[src/rtl/swl_pkg.sv]
// Purpose: shared constants for the single-wire read-byte and triplet engine
// Assumes: 20 MHz system clock, APB register access with 32-bit data
// Notes: slot timings are plain defaults, set to the actual line speeds in use
package swl_pkg;
   // clock
   localparam int CLK_PERIOD_NS = 50;
   // command codes
   localparam logic [7:0] CMD_READ_BYTE = 8'h96;
   localparam logic [7:0] CMD_TRIPLET = 8'h78;
   // register byte offsets
   localparam logic [7:0] OFS_CMD = 8'h00;
   localparam logic [7:0] OFS_STATUS = 8'h04;
   localparam logic [7:0] OFS_RDATA = 8'h08;
   localparam logic [7:0] OFS_CONFIG = 8'h0c;
   // command register fields
   localparam int CMD_CODE_LSB = 0;
   localparam int CMD_PARAM_LSB = 8;
   localparam int DIR_VALUE_BIT = 7;
   // status register fields
   localparam int ST_BUSY_BIT = 0;
   localparam int ST_SBR_BIT = 5;
   localparam int ST_TSB_BIT = 6;
   localparam int ST_DIR_BIT = 7;
   // config register fields
   localparam int CFG_APU_BIT = 0;
   localparam int CFG_SPEED_BIT = 3;
   // slot timings, standard speed
   localparam int STD_SLOT_NS = 70000;
   localparam int STD_W1L_NS = 6000;
   localparam int STD_W0L_NS = 60000;
   localparam int STD_MSR_NS = 10000;
   // slot timings, fast speed
   localparam int FST_SLOT_NS = 10000;
   localparam int FST_W1L_NS = 1000;
   localparam int FST_W0L_NS = 7500;
   localparam int FST_MSR_NS = 1500;
   // active pullup pulse after release
   localparam int APU_NS = 2500;
   // longest allowed delay from command to line activity, in ps
   localparam int START_MAX_PS = 262500;
   localparam int START_MAX_CYC = START_MAX_PS / (CLK_PERIOD_NS * 1000);
   // cycle counts (low times and sample point are least times: round up)
   localparam int STD_SLOT_CYC = (STD_SLOT_NS + CLK_PERIOD_NS - 1) / CLK_PERIOD_NS;
   localparam int STD_W1L_CYC = (STD_W1L_NS + CLK_PERIOD_NS - 1) / CLK_PERIOD_NS;
   localparam int STD_W0L_CYC = (STD_W0L_NS + CLK_PERIOD_NS - 1) / CLK_PERIOD_NS;
   localparam int STD_MSR_CYC = (STD_MSR_NS + CLK_PERIOD_NS - 1) / CLK_PERIOD_NS;
   localparam int FST_SLOT_CYC = (FST_SLOT_NS + CLK_PERIOD_NS - 1) / CLK_PERIOD_NS;
   localparam int FST_W1L_CYC = (FST_W1L_NS + CLK_PERIOD_NS - 1) / CLK_PERIOD_NS;
   localparam int FST_W0L_CYC = (FST_W0L_NS + CLK_PERIOD_NS - 1) / CLK_PERIOD_NS;
   localparam int FST_MSR_CYC = (FST_MSR_NS + CLK_PERIOD_NS - 1) / CLK_PERIOD_NS;
   localparam int APU_CYC = (APU_NS + CLK_PERIOD_NS - 1) / CLK_PERIOD_NS;
   localparam int CNT_W = 11;
   localparam int BIT_CNT_W = 3;
endpackage

[src/rtl/swl_slot_if.sv]
// Purpose: carrier between the command sequencer and the slot generator
// Assumes: single clock domain
// Notes: start and sample are one-cycle pulses
`timescale 1ns/10ps
`default_nettype none
interface swl_slot_if;
   logic start;
   logic wr_bit;
   logic speed_fast;
   logic apu_en;
   logic sample;
   logic sample_bit;
   logic done;
   modport seq (output start, output wr_bit, output speed_fast, output apu_en,
      input sample, input sample_bit, input done);
   modport gen (input start, input wr_bit, input speed_fast, input apu_en,
      output sample, output sample_bit, output done);
endinterface
`default_nettype wire

[src/rtl/swl_cmd_top.sv]
// Purpose: APB-driven read-byte and triplet commands for a single-wire master
// Assumes: APB master that waits for pready (one wait state per access); one selected channel
// Notes: a refused command answers with pslverr and changes nothing
//        busy clears one cycle after the last slot's end pulse
`timescale 1ns/10ps
`default_nettype none
module swl_cmd_top (
   // clock and reset
   input wire logic ref_clk_in,
   input wire logic reset_in,
   // apb slave
   input wire logic psel_in,
   input wire logic penable_in,
   input wire logic pwrite_in,
   input wire logic [7:0] paddr_in,
   input wire logic [31:0] pwdata_in,
   output logic [31:0] prdata_out,
   output logic pready_out,
   output logic pslverr_out,
   // single-wire line
   input wire logic line_in,
   output logic line_out,
   output logic line_oe_n_out,
   output logic pullup_out
);
   typedef enum logic [2:0] {
      SWL_IDLE,
      SWL_RBYTE,
      SWL_TRD1,
      SWL_TRD2,
      SWL_TWR
   } swl_state_t;

   swl_slot_if slot ();

   swl_state_t state_q;
   logic busy_q;
   logic [swl_pkg::BIT_CNT_W-1:0] bit_cnt_q;
   logic [7:0] rdata_q;
   logic sbr_q;
   logic tsb_q;
   logic dir_q;
   logic dir_value_q;
   logic start_q;
   logic wr_bit_q;
   logic cfg_apu_q;
   logic cfg_fast_q;
   logic pready_q;
   logic pslverr_q;
   logic [31:0] prdata_q;
   logic access;
   logic cmd_wr;
   logic [7:0] cmd_code;
   logic cmd_known;
   logic accept_rbyte;
   logic accept_trip;
   logic next_dir;
   logic hit_cmd;
   logic hit_status;
   logic hit_rdata;
   logic hit_config;
   logic last_bit;
   logic [31:0] status_word;
   logic [31:0] config_word;
   logic pslverr_d;

   assign access = psel_in && penable_in && !pready_q;
   assign cmd_wr = access && pwrite_in && (paddr_in == swl_pkg::OFS_CMD);
   assign cmd_code = pwdata_in[swl_pkg::CMD_CODE_LSB +: 8];
   assign cmd_known = (cmd_code == swl_pkg::CMD_READ_BYTE) || (cmd_code == swl_pkg::CMD_TRIPLET);
   assign accept_rbyte = cmd_wr && !busy_q && (cmd_code == swl_pkg::CMD_READ_BYTE);
   assign accept_trip = cmd_wr && !busy_q && (cmd_code == swl_pkg::CMD_TRIPLET);

   // address decode; anything else is refused with pslverr
   assign hit_cmd = (paddr_in == swl_pkg::OFS_CMD);
   assign hit_status = (paddr_in == swl_pkg::OFS_STATUS);
   assign hit_rdata = (paddr_in == swl_pkg::OFS_RDATA);
   assign hit_config = (paddr_in == swl_pkg::OFS_CONFIG);
   assign last_bit = (bit_cnt_q == swl_pkg::BIT_CNT_W'(7));

   // read views of the status and config registers
   always_comb begin
      status_word = '0;
      status_word[swl_pkg::ST_BUSY_BIT] = busy_q;
      status_word[swl_pkg::ST_SBR_BIT] = sbr_q;
      status_word[swl_pkg::ST_TSB_BIT] = tsb_q;
      status_word[swl_pkg::ST_DIR_BIT] = dir_q;
      config_word = '0;
      config_word[swl_pkg::CFG_APU_BIT] = cfg_apu_q;
      config_word[swl_pkg::CFG_SPEED_BIT] = cfg_fast_q;
   end

   // busy or unknown commands and writes to read-only words are refused
   always_comb begin
      pslverr_d = 1'b0;
      if (access && pwrite_in) begin
         if (hit_cmd) begin
            pslverr_d = busy_q || !cmd_known;
         end else if (!hit_config) begin
            pslverr_d = 1'b1;
         end
      end else if (access) begin
         pslverr_d = !(hit_cmd || hit_status || hit_rdata || hit_config);
      end
   end

   always_comb begin
      if (sbr_q) begin
         next_dir = 1'b1;
      end else if (slot.sample_bit) begin
         next_dir = 1'b0;
      end else begin
         next_dir = dir_value_q;
      end
   end

   // apb handshake: answer one cycle into the access phase
   always_ff @(posedge ref_clk_in) begin
      if (reset_in) begin
         pready_q <= 1'b0;
         pslverr_q <= 1'b0;
         prdata_q <= '0;
      end else begin
         pready_q <= access;
         pslverr_q <= pslverr_d;
         prdata_q <= '0;
         if (access && !pwrite_in) begin
            case (paddr_in)
               swl_pkg::OFS_STATUS: begin
                  prdata_q <= status_word;
               end
               swl_pkg::OFS_RDATA: begin
                  prdata_q[7:0] <= rdata_q;
               end
               swl_pkg::OFS_CONFIG: begin
                  prdata_q <= config_word;
               end
               swl_pkg::OFS_CMD: begin
                  prdata_q <= '0;
               end
               default: begin
                  prdata_q <= '0;
               end
            endcase
         end
      end
   end

   // configuration; changes made while busy take effect at the next slot
   always_ff @(posedge ref_clk_in) begin
      if (reset_in) begin
         cfg_apu_q <= 1'b0;
         cfg_fast_q <= 1'b0;
      end else if (access && pwrite_in && (paddr_in == swl_pkg::OFS_CONFIG)) begin
         cfg_apu_q <= pwdata_in[swl_pkg::CFG_APU_BIT];
         cfg_fast_q <= pwdata_in[swl_pkg::CFG_SPEED_BIT];
      end
   end

   // command sequencer
   always_ff @(posedge ref_clk_in) begin
      if (reset_in) begin
         state_q <= SWL_IDLE;
         busy_q <= 1'b0;
         bit_cnt_q <= '0;
         start_q <= 1'b0;
         wr_bit_q <= 1'b1;
         dir_value_q <= 1'b0;
      end else begin
         start_q <= 1'b0;
         case (state_q)
            SWL_IDLE: begin
               // eight write-one slots, first starts next cycle
               if (accept_rbyte) begin
                  state_q <= SWL_RBYTE;
                  busy_q <= 1'b1;
                  bit_cnt_q <= '0;
                  start_q <= 1'b1;
                  wr_bit_q <= 1'b1;
               // triplet starts with a read slot
               end else if (accept_trip) begin
                  state_q <= SWL_TRD1;
                  busy_q <= 1'b1;
                  start_q <= 1'b1;
                  wr_bit_q <= 1'b1;
                  dir_value_q <= pwdata_in[swl_pkg::CMD_PARAM_LSB + swl_pkg::DIR_VALUE_BIT];
               end
            end
            SWL_RBYTE: begin
               // busy until the eighth slot ends
               if (slot.done) begin
                  if (last_bit) begin
                     state_q <= SWL_IDLE;
                     busy_q <= 1'b0;
                  end else begin
                     bit_cnt_q <= bit_cnt_q + 1'b1;
                     start_q <= 1'b1;
                  end
               end
            end
            SWL_TRD1: begin
               if (slot.done) begin
                  state_q <= SWL_TRD2;
                  start_q <= 1'b1;
               end
            end
            SWL_TRD2: begin
               // write slot chosen at the second sample point
               if (slot.sample) begin
                  wr_bit_q <= next_dir;
               end
               if (slot.done) begin
                  state_q <= SWL_TWR;
                  start_q <= 1'b1;
               end
            end
            SWL_TWR: begin
               // busy until the write slot ends
               if (slot.done) begin
                  state_q <= SWL_IDLE;
                  busy_q <= 1'b0;
                  wr_bit_q <= 1'b1;
               end
            end
            default: begin
               state_q <= SWL_IDLE;
               busy_q <= 1'b0;
            end
         endcase
      end
   end

   // results captured at the sample points
   always_ff @(posedge ref_clk_in) begin
      if (reset_in) begin
         rdata_q <= '0;
         sbr_q <= 1'b0;
         tsb_q <= 1'b0;
         dir_q <= 1'b0;
      end else if (slot.sample) begin
         // first bit received lands in bit 0
         if (state_q == SWL_RBYTE) begin
            rdata_q <= {slot.sample_bit, rdata_q[7:1]};
         end
         if (state_q == SWL_TRD1) begin
            sbr_q <= slot.sample_bit;
         end
         if (state_q == SWL_TRD2) begin
            tsb_q <= slot.sample_bit;
            dir_q <= next_dir;
         end
      end
   end

   // speed and active pullup follow config; no strong pullup path
   assign slot.start = start_q;
   assign slot.wr_bit = wr_bit_q;
   assign slot.speed_fast = cfg_fast_q;
   assign slot.apu_en = cfg_apu_q;

   // pins leave straight from the slot generator's flops
   swl_slot_gen u_slot_gen (
      .ref_clk_in(ref_clk_in),
      .reset_in(reset_in),
      .slot(slot),
      .line_in(line_in),
      .line_out(line_out),
      .line_oe_n_out(line_oe_n_out),
      .pullup_out(pullup_out)
   );

   assign prdata_out = prdata_q;
   assign pready_out = pready_q;
   assign pslverr_out = pslverr_q;
endmodule
`default_nettype wire

[src/rtl/swl_slot_gen.sv]
// Purpose: generates one single-wire time slot per start pulse
// Assumes: start only while idle; line input is asynchronous
// Notes: recovery time is part of the slot period
`timescale 1ns/10ps
`default_nettype none
module swl_slot_gen (
   // clock and reset
   input wire logic ref_clk_in,
   input wire logic reset_in,
   // sequencer side
   swl_slot_if.gen slot,
   // line pins
   input wire logic line_in,
   output logic line_out,
   output logic line_oe_n_out,
   output logic pullup_out
);
   logic [swl_pkg::CNT_W-1:0] cnt_q;
   logic active_q;
   logic wr_bit_q;
   logic fast_q;
   logic apu_q;
   logic sync1_q;
   logic sync2_q;
   logic sample_q;
   logic sample_bit_q;
   logic done_q;
   logic [swl_pkg::CNT_W-1:0] low_len;
   logic [swl_pkg::CNT_W-1:0] slot_len;
   logic [swl_pkg::CNT_W-1:0] msr_len;

   always_comb begin
      if (fast_q) begin
         slot_len = swl_pkg::CNT_W'(swl_pkg::FST_SLOT_CYC);
         msr_len = swl_pkg::CNT_W'(swl_pkg::FST_MSR_CYC);
         low_len = wr_bit_q ? swl_pkg::CNT_W'(swl_pkg::FST_W1L_CYC) : swl_pkg::CNT_W'(swl_pkg::FST_W0L_CYC);
      end else begin
         slot_len = swl_pkg::CNT_W'(swl_pkg::STD_SLOT_CYC);
         msr_len = swl_pkg::CNT_W'(swl_pkg::STD_MSR_CYC);
         low_len = wr_bit_q ? swl_pkg::CNT_W'(swl_pkg::STD_W1L_CYC) : swl_pkg::CNT_W'(swl_pkg::STD_W0L_CYC);
      end
   end

   // two-stage synchroniser on the line
   always_ff @(posedge ref_clk_in) begin
      if (reset_in) begin
         sync1_q <= 1'b1;
         sync2_q <= 1'b1;
      end else begin
         sync1_q <= line_in;
         sync2_q <= sync1_q;
      end
   end

   // slot timer; settings latched so a mid-slot config write cannot warp it
   always_ff @(posedge ref_clk_in) begin
      if (reset_in) begin
         active_q <= 1'b0;
         cnt_q <= '0;
         wr_bit_q <= 1'b1;
         fast_q <= 1'b0;
         apu_q <= 1'b0;
      end else if (slot.start && !active_q) begin
         active_q <= 1'b1;
         cnt_q <= '0;
         wr_bit_q <= slot.wr_bit;
         fast_q <= slot.speed_fast;
         apu_q <= slot.apu_en;
      end else if (active_q) begin
         cnt_q <= cnt_q + 1'b1;
         if (cnt_q == slot_len - 1'b1) begin
            active_q <= 1'b0;
         end
      end
   end

   // sample point and end-of-slot pulses
   always_ff @(posedge ref_clk_in) begin
      if (reset_in) begin
         sample_q <= 1'b0;
         sample_bit_q <= 1'b0;
         done_q <= 1'b0;
      end else begin
         sample_q <= active_q && (cnt_q == msr_len);
         done_q <= active_q && (cnt_q == slot_len - 1'b1);
         if (active_q && (cnt_q == msr_len)) begin
            sample_bit_q <= sync2_q;
         end
      end
   end

   // open-drain drive; only the sample pulse tells the slave's answer
   always_ff @(posedge ref_clk_in) begin
      if (reset_in) begin
         line_out <= 1'b0;
         line_oe_n_out <= 1'b1;
         pullup_out <= 1'b0;
      end else begin
         line_out <= 1'b0;
         if (slot.start && !active_q) begin
            line_oe_n_out <= 1'b0;
         end else begin
            line_oe_n_out <= !(active_q && (cnt_q + 1'b1 < low_len));
         end
         pullup_out <= apu_q && active_q && (cnt_q + 1'b1 >= low_len) &&
            (cnt_q + 1'b1 < low_len + swl_pkg::CNT_W'(swl_pkg::APU_CYC));
      end
   end

   assign slot.sample = sample_q;
   assign slot.sample_bit = sample_bit_q;
   assign slot.done = done_q;
endmodule
`default_nettype wire

[config.mk]
export PLATFORM = sky130hd
export DESIGN_NAME = swl_cmd_top
export DESIGN_NICKNAME = d
export VERILOG_FILES = /design/src/rtl/swl_pkg.sv /design/src/rtl/swl_slot_if.sv /design/src/rtl/swl_cmd_top.sv /design/src/rtl/swl_slot_gen.sv
export SDC_FILE = /design/constraint.sdc
export NUM_CORES = 1
export LEC_CHECK = 0
export BUFFER_PORTS_ARGS = -buffer_cell sky130_fd_sc_hd__buf_2
export CORE_ASPECT_RATIO = 0.9
export CORE_MARGIN = 1.5
export CORE_UTILIZATION = 35
export CTS_CLUSTER_SIZE = 28
export DETAILED_ROUTE_END_ITERATION = 7
export GPL_TIMING_DRIVEN = 0
export PLACE_DENSITY_LB_ADDON = 0.12
export SLEW_MARGIN = 0
export SYNTH_ARGS = -nofsm -noshare
export SYNTH_HDL_FRONTEND = slang
export SYNTH_SLANG_ARGS = --single-unit
[constraint.sdc]
create_clock -name ref_clk_in -period 2.6 [get_ports ref_clk_in]
set_input_delay 0.13 -clock ref_clk_in [delete_from_list [all_inputs] [get_ports ref_clk_in]]
set_output_delay 0.13 -clock ref_clk_in [all_outputs]
set_load 0.02 [all_outputs]
==> flow_metrics.env, run 1 <==
export IMPL_routed_wl_met2_um=3071
export IMPL_fmax_mhz=399.0
export IMPL_detail_route_vias_per_cell=4.786
export IMPL_grt_max_degree=21
export IMPL_synthAdderAreaFrac_pct=8.540
export IMPL_synth_edff_count=0
export IMPL_synth_compound_area_share_pct=11.30
export IMPL_slew_headroom_pct=46.69
export IMPL_die_area_mm2=0.009795
export IMPL_antenna_found_initial=0
export IMPL_worstMarginPinSlew_ns=0.7795
export IMPL_io_buffers=34
export IMPL_first_pass_iters=5
export IMPL_io_pins=83
export IMPL_hpwl_um=5596
export IMPL_insertion_delay_ns=0.32
export IMPL_cp_top_family="simple AND/OR/NAND/NOR gates"
export IMPL_path_max_fanout=9
export IMPL_n_fill_cell=940
export IMPL_p_leak_nw=1.674
export IMPL_syn_inst=371
export IMPL_nets=510
export IMPL_grt_pass1_vias=2460
export IMPL_p_int_mw=1.112
export IMPL_synth_main_ff_cell="dfxtp_1"
export IMPL_hp_class="primary input to flip-flop"
export IMPL_overflow=0
export IMPL_clock_sinks=55
export IMPL_cpPeakStageDelay_ns=0.42
export IMPL_topRoutingLayerUsed="met4"
export IMPL_via_count=2704
export IMPL_status="completed"
export IMPL_yosysSeqAreaShare_pct=34.16
export IMPL_rows=33
export IMPL_synth_avg_cell_area_um2=8.688
export IMPL_drt_total_wl_um=7408
export IMPL_numCtsBuffers=5
export IMPL_chipWidth_um=104.2
export IMPL_endpoint_kind="flip-flop"
export IMPL_drt_iter0_drc=177
export IMPL_met3_length_um=325
export IMPL_final_cells=565
export IMPL_synth_top_family_by_area="simple AND/OR/NAND/NOR gates"
export IMPL_wl_met1_um=3960
export IMPL_crit_required_ns=2.83
export IMPL_finClkSkew_ns=0.01306
export IMPL_cp_slowest_cell="or4_1"
export IMPL_synth_area_mm2=0.003223
export IMPL_drc=0
export IMPL_routabilityCongestion=0.8782
export IMPL_yosys_area_share_xor_xnor_pct=4.891
export IMPL_hold_viol_final=0
export IMPL_clockPowerShare_pct=34.9
export IMPL_switching_power_uw=416.0
export IMPL_p_per_area_mw_per_mm2=391.3
export IMPL_cts_tree="yes"
export IMPL_async_reset_ff_share_pct=0
export IMPL_synth_mux_area_share_pct=6.561
export IMPL_die_y_um=94.04
export IMPL_grt_pass1_wl_um=12530
export IMPL_ys_ff_latch=55
export IMPL_clkTransAtPathRegs_ns=0.12
export IMPL_maxCapViolations=0
export IMPL_initial_core_util_pct=35.64
export IMPL_yosys_warnings=0
export IMPL_period_minus_slack_ns=2.507
export IMPL_cp_common_cell="buf_4"
export IMPL_setup_viol=0
export IMPL_dp_cells=551
export IMPL_switching_share_pct=27.23
export IMPL_coreArea_mm2=0.009042
export IMPL_irDropWorstVdd_mv=0.2088
export IMPL_setup_tns_ns=0
export IMPL_period_share_pct=96.41
export IMPL_cp_data_arrival_time_ns=2.74
export IMPL_htree_levels=2
export IMPL_p_seq_share_pct=55.4
export IMPL_ys_types=62
export IMPL_cts_root_buf="clkbuf_8"
export IMPL_ant_nets=0
export IMPL_worstPathCellList="buf_4, and4_4, nand2_1, xnor2_2, ha_1, buf_4, o21ba_2, o2111ai_2, a21oi_1, or4_1, a221oi_2"
export IMPL_drive_gt1_share_pct=26.64
export IMPL_yosys_area_share_simple_pct=24.57
export IMPL_wire_per_inst_um=13.11
export IMPL_grt_use_total_pct=15.95
export IMPL_cts_buffer_depth=2
export IMPL_p_comb_share_pct=9.7
export IMPL_syn_to_final_growth_pct=21.12
export IMPL_antennaDiodeCount=0
export IMPL_worst_path_buf_inv=2
export IMPL_start_kind="flip-flop"
export IMPL_slew_violations=0
export IMPL_crit_type="flip-flop to flip-flop"
## metrics by stage
stage / utilization, % / cell area [um^2] / setup slack (ns) / total power [mW] / hold WS [ns]
floorplan: - / 3313 / 0.1408 / 0.9753 / 0.2246
finish: 43.17 / 3904 / 0.09342 / 1.528 / 0.03749
CTS: 42.70 / 3861 / 0.002103 / 1.546 / 0.03252
global route: 43.17 / 3904 / -0.0006104 / 1.601 / 0.03381
global placement: 40.21 / 3636 / -0.3852 / 1.012 / 0.3178
detailed placement: 40.21 / 3636 / -0.4395 / 1.013 / 0.3194
## cell usage in the layout (no fill, tap or decap), types with 12 or more instances in the layout
| cell type | instances |
|---|---|
| conb_1 | 25 |
| ha_1 | 21 |
| dfxtp_1 | 48 |
| nand2_1 | 26 |
| a21oi_1 | 12 |
| mux2i_1 | 20 |
| nor2_1 | 42 |
| o21ai_0 | 13 |
| buf_2 | 36 |
| buf_4 | 35 |
## power groups by stage
stage	combinational (mW)	sequential, mW	clock (mW)
finish	0.148	0.847	0.533
detailed placement	0.145	0.868	0
floorplan	0.106	0.869	0
CTS	0.146	0.847	0.553
global placement	0.144	0.868	0
global route	0.162	0.848	0.591
## registers in the layout (all words and copies together), names as in the netlist, 3 cells and up
signal,cells
state_q,3
bit_cnt_q,3
u_slot_gen.cnt_q,11
prdata_out,8
rdata_q,8
## cells in the mapped netlist (5+ instances only)
cell type	n	area share (%)
inv_1	11	1.3
ha_1	22	8.5
nand4_1	11	2.1
buf_4	26	6.1
xor2_1	12	3.3
nand3_1	6	0.93
nor3_1	9	1.4
clkbuf_1	10	1.2
and2_1	7	1.4
nand3b_1	6	1.4
buf_2	5	0.78
xnor2_1	6	1.6
dfxtp_1	55	34
a21oi_1	12	1.9
nand2_1	26	3.0
nor2_1	44	5.1
mux2i_1	20	6.2
o21ai_0	13	2.0
nor2b_1	5	0.97
## worst reg2reg max path, delay by kind of cell, from the launching register on
| family | cells | cell delay (ns) |
|---|---|---|
| buffers and inverters | 2 | 0.29 |
| flip-flops | 1 | 0.33 |
| adder cells (fa/ha/maj) | 1 | 0.31 |
| XOR/XNOR | 1 | 0.15 |
| AND/OR/NAND/NOR | 3 | 0.76 |
| AO/OA/AOI/OAI | 4 | 0.59 |
## layout make-up
| cell class | instances | area, um^2 | share of cell area (%) |
|---|---|---|---|
| repair buffers | 41 | 225.2 | 5.769 |
| clock buffers | 5 | 68.82 | 1.763 |
| well taps | 122 | 152.6 | 3.910 |
| plain buffers | 42 | 307.8 | 7.885 |
| inverters | 11 | 43.79 | 1.122 |
| multi-input cells | 286 | 1959 | 50.19 |
| flip-flops and latches | 55 | 1115 | 28.56 |
| clock inverters | 3 | 31.28 | 0.8013 |
## what timing repair did
| action | 4_1_cts | 5_1_grt |
|---|---|---|
| hold buffers | 1 | 0 |
| buffers inserted | 6 | 0 |
| hold endpoints to repair | 1 | 0 |
| endpoints found under the setup margin | 2 | 1 |
| resized for setup | 25 | 11 |
| pin swaps | 6 | 7 |
## layer usage
layer	track usage [%]	vias up
met3	2.566	4
met5	0	-
li1	-	1396
met2	24.01	58
met4	3.472	0
met1	23.71	1246
## final timing paths
check	start	end	slack [ns]	depth (start not counted)
setup / recovery	u_slot_gen.cnt_q[3]$_SDFFE_PP0P_	u_slot_gen.pullup_out$_SDFF_PP0_	0.09	11
hold reg to reg	u_slot_gen.sync1_q$_SDFF_PP1_	u_slot_gen.sync2_q$_SDFF_PP1_	0.42	1
hold / removal	pwdata_in[15]	dir_value_q$_SDFFE_PP0P_	0.04	3
setup reg to reg	u_slot_gen.cnt_q[3]$_SDFFE_PP0P_	u_slot_gen.pullup_out$_SDFF_PP0_	0.09	11
## kinds of logic after synthesis
kind of cell / count (synthesis)
adders and majority gates: 22
xor gates and xnor gates: 18
buffers and inverters: 54
AOI/OAI and AO/OA: 52
muxes: 21
and+or+nand+nor: 148
other: 1
DFF: 55
No activity file was read; power rests on OpenSTA's default activity.
==> run 2: changes to the inputs <==
==> constraint.sdc (replaced) <==
create_clock -name ref_clk_in -period 2.6 [get_ports ref_clk_in]
set_input_delay 0.78 -clock ref_clk_in [delete_from_list [all_inputs] [get_ports ref_clk_in]]
set_output_delay 0.78 -clock ref_clk_in [all_outputs]
set_load 0.02 [all_outputs]
==> run 2 against run 1 <==
Clock-buffer cell count unchanged. Sequential power about the same. Setup slack about the same. First-iteration DRC count decreased by 12%. Critical path depth unchanged. Clock skew increased by 0.0030 ns. Critical path type unchanged. Highest routed layer unchanged.
==> flow_metrics.env, run 2 (synthesized netlist as in run 1, its figures left out) <==
export IMPL_status="completed"
export IMPL_start_kind="flip-flop"
export IMPL_hp_class="flip-flop to flip-flop"
export IMPL_p_seq_share_pct=55.4
export IMPL_grt_pass1_wl_um=12530
export IMPL_antennaDiodeCount=0
export IMPL_grt_use_total_pct=15.95
export IMPL_drt_iter0_drc=156
export IMPL_drc=0
export IMPL_multi_input_area_mm2=0.001959
export IMPL_cp_common_cell="buf_4"
export IMPL_p_comb_share_pct=9.6
export IMPL_grt_max_degree=21
export IMPL_n_fill_cell=940
export IMPL_grt_pass1_vias=2460
export IMPL_htree_levels=2
export IMPL_clockPowerShare_pct=35.0
export IMPL_endpoint_kind="flip-flop"
export IMPL_register_area_mm2=0.001115
export IMPL_hpwl_um=5596
export IMPL_mostFrequentLayoutCells="dfxtp_1 (48), nor2_1 (42), buf_2 (36)"
export IMPL_overflow=0
export IMPL_period_minus_slack_ns=2.507
export IMPL_worstPathCellList="buf_4, and4_4, nand2_1, xnor2_2, ha_1, buf_4, o21ba_2, o2111ai_2, a21oi_1, or4_1, a221oi_2"
export IMPL_coreArea_mm2=0.009042
export IMPL_crit_required_ns=2.83
export IMPL_switching_power_uw=417.7
export IMPL_nets=509
export IMPL_initial_core_util_pct=35.64
export IMPL_cp_slowest_cell="or4_1"
export IMPL_layout_commonest_cell="dfxtp_1"
export IMPL_io_buffers=34
export IMPL_rows=33
export IMPL_clkTransAtPathRegs_ns=0.12
export IMPL_wire_per_inst_um=13.12
export IMPL_irDropWorstVdd_mv=0.2083
export IMPL_crit_type="flip-flop to flip-flop"
export IMPL_antenna_found_initial=0
export IMPL_slew_headroom_pct=46.88
export IMPL_chipWidth_um=104.2
export IMPL_maxCapViolations=0
export IMPL_hold_viol_final=0
export IMPL_period_share_pct=96.42
export IMPL_p_int_mw=1.111
export IMPL_first_pass_iters=5
export IMPL_syn_to_final_growth_pct=20.81
export IMPL_cts_root_buf="clkbuf_8"
export IMPL_drive_gt1_share_pct=26.70
export IMPL_cp_data_arrival_time_ns=2.74
export IMPL_top_register="u_slot_gen.cnt_q"
export IMPL_fmax_mhz=398.9
export IMPL_via_count=2690
export IMPL_cts_tree="yes"
export IMPL_ant_nets=0
export IMPL_cts_buffer_depth=2
export IMPL_postLayoutSetupSlackWorst_ns=0.09309
export IMPL_path_max_fanout=9
export IMPL_die_y_um=94.04
export IMPL_setup_viol=0
export IMPL_routabilityCongestion=0.8782
export IMPL_largest_reg_flops=11
export IMPL_cts_hold_buf=0
export IMPL_utilization_pct=43.06
export IMPL_insertion_delay_ns=0.32
export IMPL_hold_slack_ns=0.4211
export IMPL_numCtsBuffers=5
export IMPL_detail_route_vias_per_cell=4.770
export IMPL_die_area_mm2=0.009795
export IMPL_cpPeakStageDelay_ns=0.42
export IMPL_slew_violations=0
export IMPL_switching_share_pct=27.33
export IMPL_pre_cts_ws_ns=-0.4395
export IMPL_worstMarginPinSlew_ns=0.7767
export IMPL_p_leak_nw=1.670
export IMPL_clock_sinks=55
export IMPL_finClkSkew_ns=0.01610
export IMPL_io_pins=83
export IMPL_drt_total_wl_um=7399
export IMPL_p_per_area_mw_per_mm2=392.6
-- run 2: layer usage --
layer	global-route usage, %	share of wire (%)	up-vias	routed length [um]
met5	0	0	-	0
met2	24.01	41	57	3048
met4	3.472	0.69	0	51
met1	23.71	54	1236	4031
li1	-	-	1393	-
met3	2.566	3.6	4	268
-- run 2: final cells by class --
class | instances | area share [%]
clock buffer | 5 | 1.767
buffer | 42 | 7.905
sequential | 55 | 28.63
timing repair buffer | 40 | 5.527
tap | 122 | 3.920
inverter | 11 | 1.125
multi-input combinational | 286 | 50.32
clock inverter | 3 | 0.8033
-- run 2: power groups by stage --
stage / Clock, mW / Sequential, mW / Combinational, mW
6_report: 0.535 / 0.847 / 0.147
5_1_grt: 0.591 / 0.848 / 0.161
4_1_cts: 0.553 / 0.847 / 0.145
3_5_place_dp: 0 / 0.868 / 0.145
3_3_place_gp: 0 / 0.868 / 0.144
2_1_floorplan: 0 / 0.869 / 0.106
-- run 2: per-stage QoR --
step	instance area [um^2]	std cells	TNS [ns]	total power [mW]
finish	3894	564	0	1.529
global route	3894	564	-0.0006104	1.600
CTS	3851	564	0	1.545
detailed placement	3636	551	-0.5225	1.013
global placement	3636	551	-0.4532	1.012
floorplan	3313	395	0	0.9753
-- run 2: path summary, 6_finish.rpt --
path	from	end	cells after the start	slack [ns]
setup / recovery	u_slot_gen.cnt_q[3]$_SDFFE_PP0P_	u_slot_gen.pullup_out$_SDFF_PP0_	11	0.09
hold / removal	u_slot_gen.sync1_q$_SDFF_PP1_	u_slot_gen.sync2_q$_SDFF_PP1_	1	0.42
setup reg to reg	u_slot_gen.cnt_q[3]$_SDFFE_PP0P_	u_slot_gen.pullup_out$_SDFF_PP0_	11	0.09
hold reg to reg	u_slot_gen.sync1_q$_SDFF_PP1_	u_slot_gen.sync2_q$_SDFF_PP1_	1	0.42
-- run 2: critical path, delay by kind of cell (launching register included) --
family,cells,cell delay [ns]
flip-flops,1,0.33
XOR/XNOR,1,0.15
AO/OA/AOI/OAI,4,0.59
adder cells (fa/ha/maj),1,0.31
AND/OR/NAND/NOR,3,0.76
buffers and inverters,2,0.29
-- run 2: what timing repair did --
| action | in CTS | in global routing |
|---|---|---|
| resized for setup | 25 | 11 |
| setup endpoints to repair | 2 | 1 |
| pin swaps | 6 | 7 |
| setup buffers | 6 | 0 |
